--- config.mk ---
export PLATFORM = sky130hd
export DESIGN_NAME = ias_sequencer
export DESIGN_NICKNAME = d
export VERILOG_FILES = /design/src/rtl/ias_pkg.sv /design/src/rtl/ias_sw_if.sv /design/src/rtl/ias_sequencer.sv /design/src/rtl/ias_status_word.sv
export SDC_FILE = /design/constraint.sdc
export NUM_CORES = 1
export LEC_CHECK = 0
export ABC_CLOCK_PERIOD_IN_PS = 8900
export BUFFER_PORTS_ARGS = -buffer_cell sky130_fd_sc_hd__buf_4
export CAP_MARGIN = 0
export CORE_ASPECT_RATIO = 0.75
export CORE_MARGIN = 5
export CORE_UTILIZATION = 33
export CTS_BUF_LIST = sky130_fd_sc_hd__clkbuf_8 sky130_fd_sc_hd__clkbuf_16
export DETAILED_ROUTE_END_ITERATION = 7
export PLACE_DENSITY = 0.61
export SYNTH_ARGS = -nofsm -noshare
export SYNTH_HDL_FRONTEND = slang
export SYNTH_HIERARCHICAL = 1
export SYNTH_SLANG_ARGS = --single-unit
--- constraint.sdc ---
create_clock -name clock_i -period 8.9 [get_ports clock_i]
set_input_delay 0.89 -clock clock_i [delete_from_list [all_inputs] [get_ports clock_i]]
set_output_delay 0.89 -clock clock_i [all_outputs]
set_load 0.005 [all_outputs]
--- src/rtl/ias_pkg.sv ---
package ias_pkg;

  // Acknowledge cycle encoding.
  localparam logic [2:0]  FC_CPU_SPACE   = 3'h7;
  localparam logic [2:0]  FC_SUP_DATA    = 3'h5;
  localparam logic [2:0]  FC_IDLE        = 3'h0;
  localparam logic [19:0] ACK_ADDR_HIGH  = 20'hFFFFF;
  localparam logic        ACK_ADDR_BIT0  = 1'h1;

  // Vector numbers.
  localparam logic [7:0]  VEC_SPURIOUS   = 8'h18;
  localparam logic [7:0]  VEC_AUTO_BASE  = 8'h18;
  localparam logic [2:0]  LVL_NMI        = 3'h7;
  localparam logic [2:0]  LVL_NONE       = 3'h0;

  // Status word layout and reset value.
  localparam int          SW_T_HI        = 15;
  localparam int          SW_T_LO        = 14;
  localparam int          SW_S           = 13;
  localparam int          SW_IP_HI       = 10;
  localparam int          SW_IP_LO       = 8;
  localparam int          SW_CC_HI       = 4;
  localparam logic [15:0] SW_RESET       = 16'h2700;
  localparam logic [15:0] SW_IMPL_MASK   = 16'hE71F;
  localparam logic [15:0] SW_CCR_MASK    = 16'h001F;

  // Programming model selectors and reset values.
  localparam logic [4:0]  REG_PC         = 5'h10;
  localparam logic [4:0]  REG_SSP        = 5'h11;
  localparam logic [4:0]  REG_VBR        = 5'h12;
  localparam logic [4:0]  REG_SFC        = 5'h13;
  localparam logic [4:0]  REG_DFC        = 5'h14;
  localparam logic [31:0] PC_RESET       = 32'h0000_0000;
  localparam logic [31:0] SSP_RESET      = 32'h0000_0000;
  localparam logic [31:0] VBR_RESET      = 32'h0000_0000;
  localparam logic [31:0] STACK_STEP     = 32'h0000_0004;

  typedef enum logic [2:0] {
    ST_IDLE     = 3'b000,
    ST_WAIT_BND = 3'b001,
    ST_PUSH_PC  = 3'b011,
    ST_PUSH_SW  = 3'b010,
    ST_ACK      = 3'b110,
    ST_FETCH    = 3'b111,
    ST_DONE     = 3'b101
  } ias_state_e;

endpackage

--- src/rtl/ias_sw_if.sv ---
`timescale 1ns/1ps
interface ias_sw_if;
  logic        mask_load;
  logic [2:0]  mask_value;
  logic        exc_entry;
  logic [15:0] word;
  logic        supervisor;
  logic        fault;

  modport seq (
    output mask_load,
    output mask_value,
    output exc_entry,
    input  word,
    input  supervisor,
    input  fault
  );

  modport owner (
    input  mask_load,
    input  mask_value,
    input  exc_entry,
    output word,
    output supervisor,
    output fault
  );
endinterface

--- src/rtl/ias_sequencer.sv ---
// How it works
// - Start servicing a pending request only at a boundary and after higher exceptions.
// - Stack program counter and status word before the acknowledge cycle.
// - Drive function code lines to all ones during the acknowledge cycle.
// - Acknowledge address bits 23 to 4 all ones and bit 0 one.
// - Acknowledge address bits 3 to 1 carry the acknowledged level.
// - Acknowledged level from the address is loaded into the priority mask.
// - No contender means bus error, handled as a spurious interrupt.
// - Vector with size acknowledge ends the cycle; the vector is captured.
// - Autovector request yields an autovector number for the acknowledged level.
// - Bus error ending the cycle selects the spurious vector number.
// - Vector becomes a table address; its word loads the program counter.
// - Status word holds trace, supervisor, zero bits and priority mask.
// - Low byte holds zero bits then extend, negative, zero, overflow, carry.
// - User level sees only the condition byte; supervisor sees everything.
// - Supervisor bit selects privilege; whole-word status read is privileged.
// - Sixteen general registers, PC, SSP, status word, SFC, DFC and VBR.
// - Requests at or below the mask are ignored, except level seven.
`timescale 1ns/1ps
module ias_sequencer (
  input  wire logic        clock_i,
  input  wire logic        reset_n_i,
  input  wire logic [7:1]  irq_n_i,
  input  wire logic        boundary_i,
  input  wire logic        exc_busy_i,
  output logic             mem_req_o,
  output logic             mem_we_o,
  output logic [31:0]      mem_addr_o,
  output logic [31:0]      mem_wdata_o,
  input  wire logic        mem_ack_i,
  input  wire logic [31:0] mem_rdata_i,
  output logic             ack_cycle_o,
  output logic [2:0]       function_code_lines_o,
  output logic [23:0]      ack_addr_o,
  input  wire logic [7:0]  ack_vector_i,
  input  wire logic [1:0]  size_ack_lines_n_i,
  input  wire logic        autovector_req_n_i,
  input  wire logic        bus_error_in_n_i,
  output logic             resume_o,
  output logic [31:0]      pc_o,
  output logic             spurious_o,
  input  wire logic        reg_we_i,
  input  wire logic        reg_re_i,
  input  wire logic [4:0]  reg_sel_i,
  input  wire logic [31:0] reg_wdata_i,
  output logic [31:0]      reg_rdata_o,
  input  wire logic        sw_wr_i,
  input  wire logic        sw_wr_full_i,
  input  wire logic [15:0] sw_wdata_i,
  input  wire logic        sw_rd_i,
  input  wire logic        sw_rd_full_i,
  output logic [15:0]      sw_rdata_o,
  output logic             priv_fault_o
);
  import ias_pkg::*;

  ias_sw_if    swif ();
  ias_state_e  state_q;
  ias_state_e  state_d;

  logic [7:1]  irq_s1_q;
  logic [7:1]  irq_s2_q;
  logic [7:1]  irq_s3_q;
  logic [7:1]  irq_valid;
  logic [11:0] term_s1_q;
  logic [11:0] term_s2_q;
  logic        bus_error_in_seen;
  logic        autovector_req_seen;
  logic        size_ack_lines_seen;
  logic [7:0]  vec_sync;
  logic        irq7_prev_q;
  logic [2:0]  mask_prev_q;
  logic        nmi_pend_q;
  logic        nmi_set;
  logic        nmi_clr;
  logic [2:0]  best_lvl;
  logic [2:0]  lvl_q;
  logic        mask_load_q;
  logic [7:0]  vec_num;
  logic [31:0] gpr_q [16];
  logic [31:0] pc_q;
  logic [31:0] ssp_q;
  logic [31:0] vbr_q;
  logic [2:0]  sfc_q;
  logic [2:0]  dfc_q;
  logic        reg_fault_q;
  logic        priv_sel;
  logic        take;

  ias_status_word u_status_word (
    .clock_i      (clock_i),
    .reset_n_i    (reset_n_i),
    .sw           (swif.owner),
    .sw_wr_i      (sw_wr_i),
    .sw_wr_full_i (sw_wr_full_i),
    .sw_wdata_i   (sw_wdata_i),
    .sw_rd_i      (sw_rd_i),
    .sw_rd_full_i (sw_rd_full_i),
    .sw_rdata_o   (sw_rdata_o)
  );

  // Request pins are synchronised, then must hold two samples to count.
  always_ff @(posedge clock_i or negedge reset_n_i) begin
    if (!reset_n_i) begin
      irq_s1_q <= 7'h00;
      irq_s2_q <= 7'h00;
      irq_s3_q <= 7'h00;
    end else begin
      irq_s1_q <= ~irq_n_i;
      irq_s2_q <= irq_s1_q;
      irq_s3_q <= irq_s2_q;
    end
  end
  assign irq_valid = irq_s2_q & irq_s3_q;

  // Terminations and the vector come from pins and are synchronised too.
  // The vector must therefore stay valid as long as its termination does.
  always_ff @(posedge clock_i or negedge reset_n_i) begin
    if (!reset_n_i) begin
      term_s1_q <= 12'h000;
      term_s2_q <= 12'h000;
    end else begin
      term_s1_q <= {~bus_error_in_n_i, ~autovector_req_n_i,
                    ~size_ack_lines_n_i, ack_vector_i};
      term_s2_q <= term_s1_q;
    end
  end
  assign bus_error_in_seen  = term_s2_q[11];
  assign autovector_req_seen  = term_s2_q[10];
  assign size_ack_lines_seen = |term_s2_q[9:8];
  assign vec_sync   = term_s2_q[7:0];

  // Level seven is taken once per assertion and again when the mask drops from seven.
  always_ff @(posedge clock_i or negedge reset_n_i) begin
    if (!reset_n_i) begin
      irq7_prev_q <= 1'b0;
      mask_prev_q <= LVL_NMI;
    end else begin
      irq7_prev_q <= irq_valid[7];
      mask_prev_q <= swif.word[SW_IP_HI:SW_IP_LO];
    end
  end
  assign nmi_set = irq_valid[7] &
                   (~irq7_prev_q |
                    ((mask_prev_q == LVL_NMI) &&
                     (swif.word[SW_IP_HI:SW_IP_LO] != LVL_NMI)));
  assign nmi_clr = (state_q == ST_PUSH_SW) && mem_ack_i && (lvl_q == LVL_NMI);

  // A new edge in the clearing cycle keeps the request pending.
  always_ff @(posedge clock_i or negedge reset_n_i) begin
    if (!reset_n_i) begin
      nmi_pend_q <= 1'b0;
    end else if (nmi_set) begin
      nmi_pend_q <= 1'b1;
    end else if (nmi_clr) begin
      nmi_pend_q <= 1'b0;
    end
  end

  // Maskable levels are not latched: the highest live one above the mask.
  always_comb begin
    best_lvl = LVL_NONE;
    for (int i = 1; i < 7; i++) begin
      if (irq_valid[i] && (3'(i) > swif.word[SW_IP_HI:SW_IP_LO])) begin
        best_lvl = 3'(i);
      end
    end
    if (nmi_pend_q) begin
      best_lvl = LVL_NMI;
    end
  end

  assign take = (best_lvl != LVL_NONE) && boundary_i && !exc_busy_i;

  always_comb begin
    state_d = state_q;
    case (state_q)
      ST_IDLE: begin
        if (best_lvl != LVL_NONE) begin
          state_d = ST_WAIT_BND;
        end
      end
      ST_WAIT_BND: begin
        if (best_lvl == LVL_NONE) begin
          state_d = ST_IDLE;
        end else if (take) begin
          state_d = ST_PUSH_PC;
        end
      end
      ST_PUSH_PC: begin
        if (mem_ack_i) begin
          state_d = ST_PUSH_SW;
        end
      end
      ST_PUSH_SW: begin
        if (mem_ack_i) begin
          state_d = ST_ACK;
        end
      end
      ST_ACK: begin
        if (bus_error_in_seen || autovector_req_seen || size_ack_lines_seen) begin
          state_d = ST_FETCH;
        end
      end
      ST_FETCH: begin
        if (mem_ack_i) begin
          state_d = ST_DONE;
        end
      end
      ST_DONE: state_d = ST_IDLE;
      default: state_d = ST_IDLE;
    endcase
  end

  always_ff @(posedge clock_i or negedge reset_n_i) begin
    if (!reset_n_i) begin
      state_q <= ST_IDLE;
    end else begin
      state_q <= state_d;
    end
  end

  always_ff @(posedge clock_i or negedge reset_n_i) begin
    if (!reset_n_i) begin
      lvl_q <= LVL_NONE;
    end else if (state_q == ST_WAIT_BND && take) begin
      lvl_q <= best_lvl;
    end
  end

  // Termination priority: bus error, then autovector, then a vector.
  always_comb begin
    if (bus_error_in_seen) begin
      vec_num = VEC_SPURIOUS;
    end else if (autovector_req_seen) begin
      vec_num = VEC_AUTO_BASE + {5'h00, lvl_q};
    end else begin
      vec_num = vec_sync;
    end
  end

  // Memory port: two stack pushes, then the table fetch.
  assign mem_req_o = (state_q == ST_PUSH_PC) || (state_q == ST_PUSH_SW) ||
                     (state_q == ST_FETCH);
  assign mem_we_o  = (state_q == ST_PUSH_PC) || (state_q == ST_PUSH_SW);

  always_ff @(posedge clock_i or negedge reset_n_i) begin
    if (!reset_n_i) begin
      mem_addr_o  <= 32'h0000_0000;
      mem_wdata_o <= 32'h0000_0000;
    end else if (state_q == ST_WAIT_BND && take) begin
      mem_addr_o  <= ssp_q - STACK_STEP;
      mem_wdata_o <= pc_q;
    end else if (state_q == ST_PUSH_PC && mem_ack_i) begin
      // The stack pointer drops on this same edge, so step from the address.
      mem_addr_o  <= mem_addr_o - STACK_STEP;
      mem_wdata_o <= {16'h0000, swif.word};
    end else if (state_q == ST_ACK && state_d == ST_FETCH) begin
      mem_addr_o  <= vbr_q + {22'h000000, vec_num, 2'b00};
      mem_wdata_o <= 32'h0000_0000;
    end
  end

  // Acknowledge cycle outputs are held from registers for the whole cycle.
  always_ff @(posedge clock_i or negedge reset_n_i) begin
    if (!reset_n_i) begin
      ack_cycle_o           <= 1'b0;
      function_code_lines_o <= FC_IDLE;
      ack_addr_o            <= 24'h000000;
    end else if (state_q == ST_PUSH_SW && mem_ack_i) begin
      ack_cycle_o           <= 1'b1;
      function_code_lines_o <= FC_CPU_SPACE;
      ack_addr_o            <= {ACK_ADDR_HIGH, lvl_q, ACK_ADDR_BIT0};
    end else if (state_q == ST_ACK && state_d == ST_FETCH) begin
      ack_cycle_o           <= 1'b0;
      function_code_lines_o <= FC_SUP_DATA;
      ack_addr_o            <= 24'h000000;
    end else if (state_q == ST_WAIT_BND && take) begin
      function_code_lines_o <= FC_SUP_DATA;
    end else if (state_q == ST_DONE) begin
      function_code_lines_o <= FC_IDLE;
    end
  end

  // The mask is loaded from the address bus one cycle into the cycle.
  always_ff @(posedge clock_i or negedge reset_n_i) begin
    if (!reset_n_i) begin
      mask_load_q <= 1'b0;
    end else begin
      mask_load_q <= (state_q == ST_PUSH_SW) && mem_ack_i;
    end
  end
  assign swif.mask_load  = mask_load_q;
  assign swif.mask_value = ack_addr_o[3:1];
  assign swif.exc_entry  = mask_load_q;

  always_ff @(posedge clock_i or negedge reset_n_i) begin
    if (!reset_n_i) begin
      spurious_o <= 1'b0;
    end else if (state_q == ST_ACK && state_d == ST_FETCH) begin
      spurious_o <= bus_error_in_seen;
    end else if (state_q == ST_DONE) begin
      spurious_o <= 1'b0;
    end
  end

  assign resume_o = (state_q == ST_DONE);

  // Programming model. Privileged registers need supervisor level.
  assign priv_sel = (reg_sel_i == REG_SSP) || (reg_sel_i == REG_VBR) ||
                    (reg_sel_i == REG_SFC) || (reg_sel_i == REG_DFC);

  always_ff @(posedge clock_i or negedge reset_n_i) begin
    if (!reset_n_i) begin
      for (int i = 0; i < 16; i++) begin
        gpr_q[i] <= 32'h0000_0000;
      end
    end else if (reg_we_i && !reg_sel_i[4]) begin
      gpr_q[reg_sel_i[3:0]] <= reg_wdata_i;
    end
  end

  // Sequencer updates win over software for PC and SSP.
  always_ff @(posedge clock_i or negedge reset_n_i) begin
    if (!reset_n_i) begin
      pc_q <= PC_RESET;
    end else if (state_q == ST_FETCH && mem_ack_i) begin
      pc_q <= mem_rdata_i;
    end else if (reg_we_i && reg_sel_i == REG_PC) begin
      pc_q <= reg_wdata_i;
    end
  end

  always_ff @(posedge clock_i or negedge reset_n_i) begin
    if (!reset_n_i) begin
      ssp_q <= SSP_RESET;
    end else if (mem_we_o && mem_ack_i) begin
      ssp_q <= ssp_q - STACK_STEP;
    end else if (reg_we_i && reg_sel_i == REG_SSP && swif.supervisor) begin
      ssp_q <= reg_wdata_i;
    end
  end

  always_ff @(posedge clock_i or negedge reset_n_i) begin
    if (!reset_n_i) begin
      vbr_q <= VBR_RESET;
      sfc_q <= 3'h0;
      dfc_q <= 3'h0;
    end else if (reg_we_i && swif.supervisor) begin
      if (reg_sel_i == REG_VBR) begin
        vbr_q <= reg_wdata_i;
      end
      if (reg_sel_i == REG_SFC) begin
        sfc_q <= reg_wdata_i[2:0];
      end
      if (reg_sel_i == REG_DFC) begin
        dfc_q <= reg_wdata_i[2:0];
      end
    end
  end

  always_ff @(posedge clock_i or negedge reset_n_i) begin
    if (!reset_n_i) begin
      reg_rdata_o <= 32'h0000_0000;
    end else if (reg_re_i) begin
      if (!reg_sel_i[4]) begin
        reg_rdata_o <= gpr_q[reg_sel_i[3:0]];
      end else if (priv_sel && !swif.supervisor) begin
        reg_rdata_o <= 32'h0000_0000;
      end else begin
        case (reg_sel_i)
          REG_PC:  reg_rdata_o <= pc_q;
          REG_SSP: reg_rdata_o <= ssp_q;
          REG_VBR: reg_rdata_o <= vbr_q;
          REG_SFC: reg_rdata_o <= {29'h00000000, sfc_q};
          REG_DFC: reg_rdata_o <= {29'h00000000, dfc_q};
          default: reg_rdata_o <= 32'h0000_0000;
        endcase
      end
    end
  end

  always_ff @(posedge clock_i or negedge reset_n_i) begin
    if (!reset_n_i) begin
      reg_fault_q <= 1'b0;
    end else begin
      reg_fault_q <= (reg_we_i | reg_re_i) & priv_sel & ~swif.supervisor;
    end
  end

  assign priv_fault_o = reg_fault_q | swif.fault;
  assign pc_o         = pc_q;
endmodule // ias_sequencer

--- src/rtl/ias_status_word.sv ---
`timescale 1ns/1ps
module ias_status_word (
  input  wire logic        clock_i,
  input  wire logic        reset_n_i,
  ias_sw_if.owner          sw,
  input  wire logic        sw_wr_i,
  input  wire logic        sw_wr_full_i,
  input  wire logic [15:0] sw_wdata_i,
  input  wire logic        sw_rd_i,
  input  wire logic        sw_rd_full_i,
  output logic      [15:0] sw_rdata_o
);
  import ias_pkg::*;

  logic [15:0] word_q;
  logic        fault_q;
  logic        user_full;

  // Whole-word access from user level is refused and reported.
  assign user_full = ~word_q[SW_S] &
                     ((sw_wr_i & sw_wr_full_i) | (sw_rd_i & sw_rd_full_i));

  always_ff @(posedge clock_i or negedge reset_n_i) begin
    if (!reset_n_i) begin
      word_q <= SW_RESET;
    end else if (sw.mask_load || sw.exc_entry) begin
      // Exception entry takes priority over a software write.
      if (sw.mask_load) begin
        word_q[SW_IP_HI:SW_IP_LO] <= sw.mask_value;
      end
      if (sw.exc_entry) begin
        word_q[SW_S]              <= 1'b1;
        word_q[SW_T_HI:SW_T_LO]   <= 2'b00;
      end
    end else if (sw_wr_i && !user_full) begin
      if (sw_wr_full_i) begin
        word_q <= sw_wdata_i & SW_IMPL_MASK;
      end else begin
        word_q <= (word_q & ~SW_CCR_MASK) | (sw_wdata_i & SW_CCR_MASK);
      end
    end
  end

  always_ff @(posedge clock_i or negedge reset_n_i) begin
    if (!reset_n_i) begin
      sw_rdata_o <= 16'h0000;
    end else if (sw_rd_i) begin
      if (sw_rd_full_i && word_q[SW_S]) begin
        sw_rdata_o <= word_q;
      end else begin
        sw_rdata_o <= word_q & SW_CCR_MASK;
      end
    end
  end

  always_ff @(posedge clock_i or negedge reset_n_i) begin
    if (!reset_n_i) begin
      fault_q <= 1'b0;
    end else begin
      fault_q <= user_full;
    end
  end

  assign sw.word       = word_q;
  assign sw.supervisor = word_q[SW_S];
  assign sw.fault      = fault_q;
endmodule // ias_status_word

==> run_results.csv <==
group,metric,value,unit
status,status,"finished clean",
global_route,antenna_found_initial,13,
pwr,p_leak,19.6,nW
timing,fmax,273,MHz
floorplanning,rows,107,
synthesis,ys_top_cells_by_area,"dfrtp_1 52%, mux2_2 17%, mux4_2 9.5%",
timing,slew_headroom,14.4,%
routing,wl_per_cell,25.0,µm
global_route,grt_pass1_vias,25900,
placement,hpwlAfterDp,74.9,mm
setup_path,criticalPathCategory,"in -> reg",
routing,ant_nets,0,
clocking,ctsHoldBuffers,0,
floorplanning,die_h,304,µm
synthesis,syn_inst,2953,
floorplanning,start_util,33.4,%
global_route,grt_usage,18.8,%
global_route,grt_pass1_wl,176,mm
placement,place_congestion,0.859,
pwr,ir_worst_vdd,0.000140,V
synthesis,synth_ff_type,"dfrtp_1",
clocking,root_buffer,"clkbuf_16",
clocking,h-tree-depth,3,
synthesis,ys_types,86,
timing,slew_violations,0,
floorplanning,die_w,402,µm
routing,drt_iter0_drc,2236,
synthesis,yosysSeqAreaShare,52.5,%
synthesis,yosysTopAreaCell,"dfrtp_1",
synthesis,ys_async_sr_fraction,100,%
setup_path,worstPathMaxFanout,59,
routing,viasPerCell,5.50,
final_layout,fin_util,38.7,%
setup_path,startpoint_type,"primary input",
floorplanning,coreArea,114000,µm²
synthesis,netlist_area,38000,µm²
worst_hold_path,holdCritPathClass,"in -> async",
clocking,cts_tree,"built",
timing,rsz0062_at_grt,"no",
setup_path,startpoint,"reg_sel_i[1]",
setup_path,worst_ep_required_time,9.42,ns
synthesis,synth_edf_count,0,
clocking,post_cts_buffers,0,
setup_path,end_kind,"register",
final_layout,final_nets,3209,
placement,io_buffer_count,281,
routing,dr_total_vias,25700,
clocking,clockBufferDepth,3,
synthesis,ys_ff_latch,798,
timing,min_period_over_period,41.2,%
clocking,path_clk_slew,0.06,ns
pwr,power.density,265,nW/µm²
synthesis,syn_area_per_cell,12.9,µm²
clocking,clkSinkCount,798,
clocking,cts_buffers,83,
routing,totalWireLength,117,mm
setup_path,r2r-start,"term_s2_q[10]",
global_route,grt_max_degree,151,
final_layout,area_delta_synth_final,16.0,%
timing,hold_viol,0,
run,drv_cap,0,
synthesis,synth_top_area_share,52.0,%
timing,skew,0.0244,ns
synthesis,ys_warn_count,6,
floorplanning,io_pins,292,
setup_path,arrival,4.19,ns
timing,setup_tns,0,ns
timing,finalSetupViolCount,0,
final_layout,drive_above_1_share,39.2,%
floorplanning,die_area,122000,µm²
clocking,cts_resized,0,
routing,drc,0,
timing,post-route-min-period,3.67,ns
timing,worstMarginPinSlew,1.28,ns
global_route,grt.overflow.total,0,
clocking,insertion_delay,0.66,ns
routing,dr.pass1.iters,5,
==> path summary, 6_finish.rpt <==
kind / end / slack [ns] / cells past startpoint
worst max-delay path: gpr_q[45] / 5.23 / 7
worst min-delay path: function_code_lines_o[0] / 0.31 / 1
worst max register to register: mem_addr_o[19] / 5.55 / 8
worst min register to register: irq_s2_q[4] / 0.35 / 0
max in group asynchronous: gpr_q[228] / 6.41 / 3
min in group clock_i: term_s1_q[0] / 0.34 / 1
==> state kept, by name (all words and copies together), names as in the netlist, 4 cells and up <==
signal,flops
irq_s1_q,7
gpr_q,512
mem_wdata_o,32
ack_addr_o,4
ssp_q,32
u_status_word/sw_rdata_o,11
term_s1_q,12
pc_o,32
vbr_q,32
u_status_word/sw.word,11
term_s2_q,12
irq_s3_q,7
mem_addr_o,32
irq_s2_q,7
reg_rdata_o,32
==> cell families after synthesis <==
group | synth area share, %
muxes | 28.2
DFF | 52.5
and+or+nand+nor | 6.77
AOI/OAI and AO/OA | 7.24
buffers and inverters | 3.75
xor gates and xnor gates | 1.11
adders and majority gates | 0.408
other | 0.00986
==> layout by cell type, fill, tap and decap left out, types with 20 or more instances in the layout <==
master and instances:
clkbuf_8 21, a22oi_1 47, mux2i_1 80, dfrtp_1 791, mux2_2 562, inv_1 57, clkbuf_16 84, nor4_1 22
xnor2_1 31, nand2_1 197, a21oi_1 92, mux4_2 160, nand3_1 51, nor3_1 38, o21ai_0 141, buf_4 325
nand4_1 20, nor2_1 86
==> worst max-delay path, stage by stage <==
cell	delay [ns]
buf_6	0.44
nor2b_2	0.75
buf_4	0.37
and2_1	0.29
and3_2	0.33
buf_4	0.61
mux2_2	0.41
==> cell type report <==
class	count	area, µm²
timing repair buffer	331	2540
multi-input combinational	1829	16800
inverter	40	150
sequential	798	20000
antenna	3	7.51
clock buffer	105	2390
tap	1526	1910
clock inverter	47	388
fill	10900	69900
==> power by group <==
group	internal [mW]	switching [mW]	leakage [nW]
Sequential	4.48	0.802	10.1
Clock	2.05	1.51	1.45
Combinational	1.52	1.35	8.08
Total	8.05	3.66	19.6
==> routing by layer <==
metal,track usage [%],up-vias,part of all wire [%]
met2,28.6,901,45
met3,4.32,161,7.6
li1,-,11100,-
met4,4.60,6,2.5
met5,0,-,0.025
met1,27.4,13500,45
==> cells in the mapped netlist (7+ instances only) <==
cell type / instances
a211oi_1: 7
clkbuf_1: 153
mux2i_1: 80
dfstp_2: 7
buf_1: 79
xnor2_1: 31
mux2_2: 562
nand4_1: 20
nor3_1: 40
ha_1: 10
o211ai_1: 14
nand2b_1: 8
o21ai_0: 141
a21oi_1: 93
a211o_1: 9
and3_1: 13
buf_4: 33
xor2_1: 17
or3_1: 10
o31a_1: 7
o22ai_1: 13
nor4_1: 23
buf_2: 24
a22oi_1: 47
or4_1: 9
and2_1: 10
a221o_1: 18
inv_1: 39
nor2_1: 88
nand3_1: 51
nor2b_1: 11
dfrtp_1: 791
a31oi_1: 17
mux4_2: 160
o31ai_1: 9
nand2_1: 206
==> through the flow <==
step                      cells  power (mW)  hold slack [ns]  instance area, µm²  setup WS, ns
after floorplan            2962        6.84            0.331               38100          5.90
after global placement     4524        8.12            0.336               41400          4.68
after detailed placement   4524        8.20            0.335               41400          4.68
after CTS                  4676        11.8            0.299               44100          5.35
after global routing       4677        12.3            0.302               44100          5.14
final                      4679        11.7            0.311               44100          5.23
No activity file was read; power rests on OpenSTA's default activity.
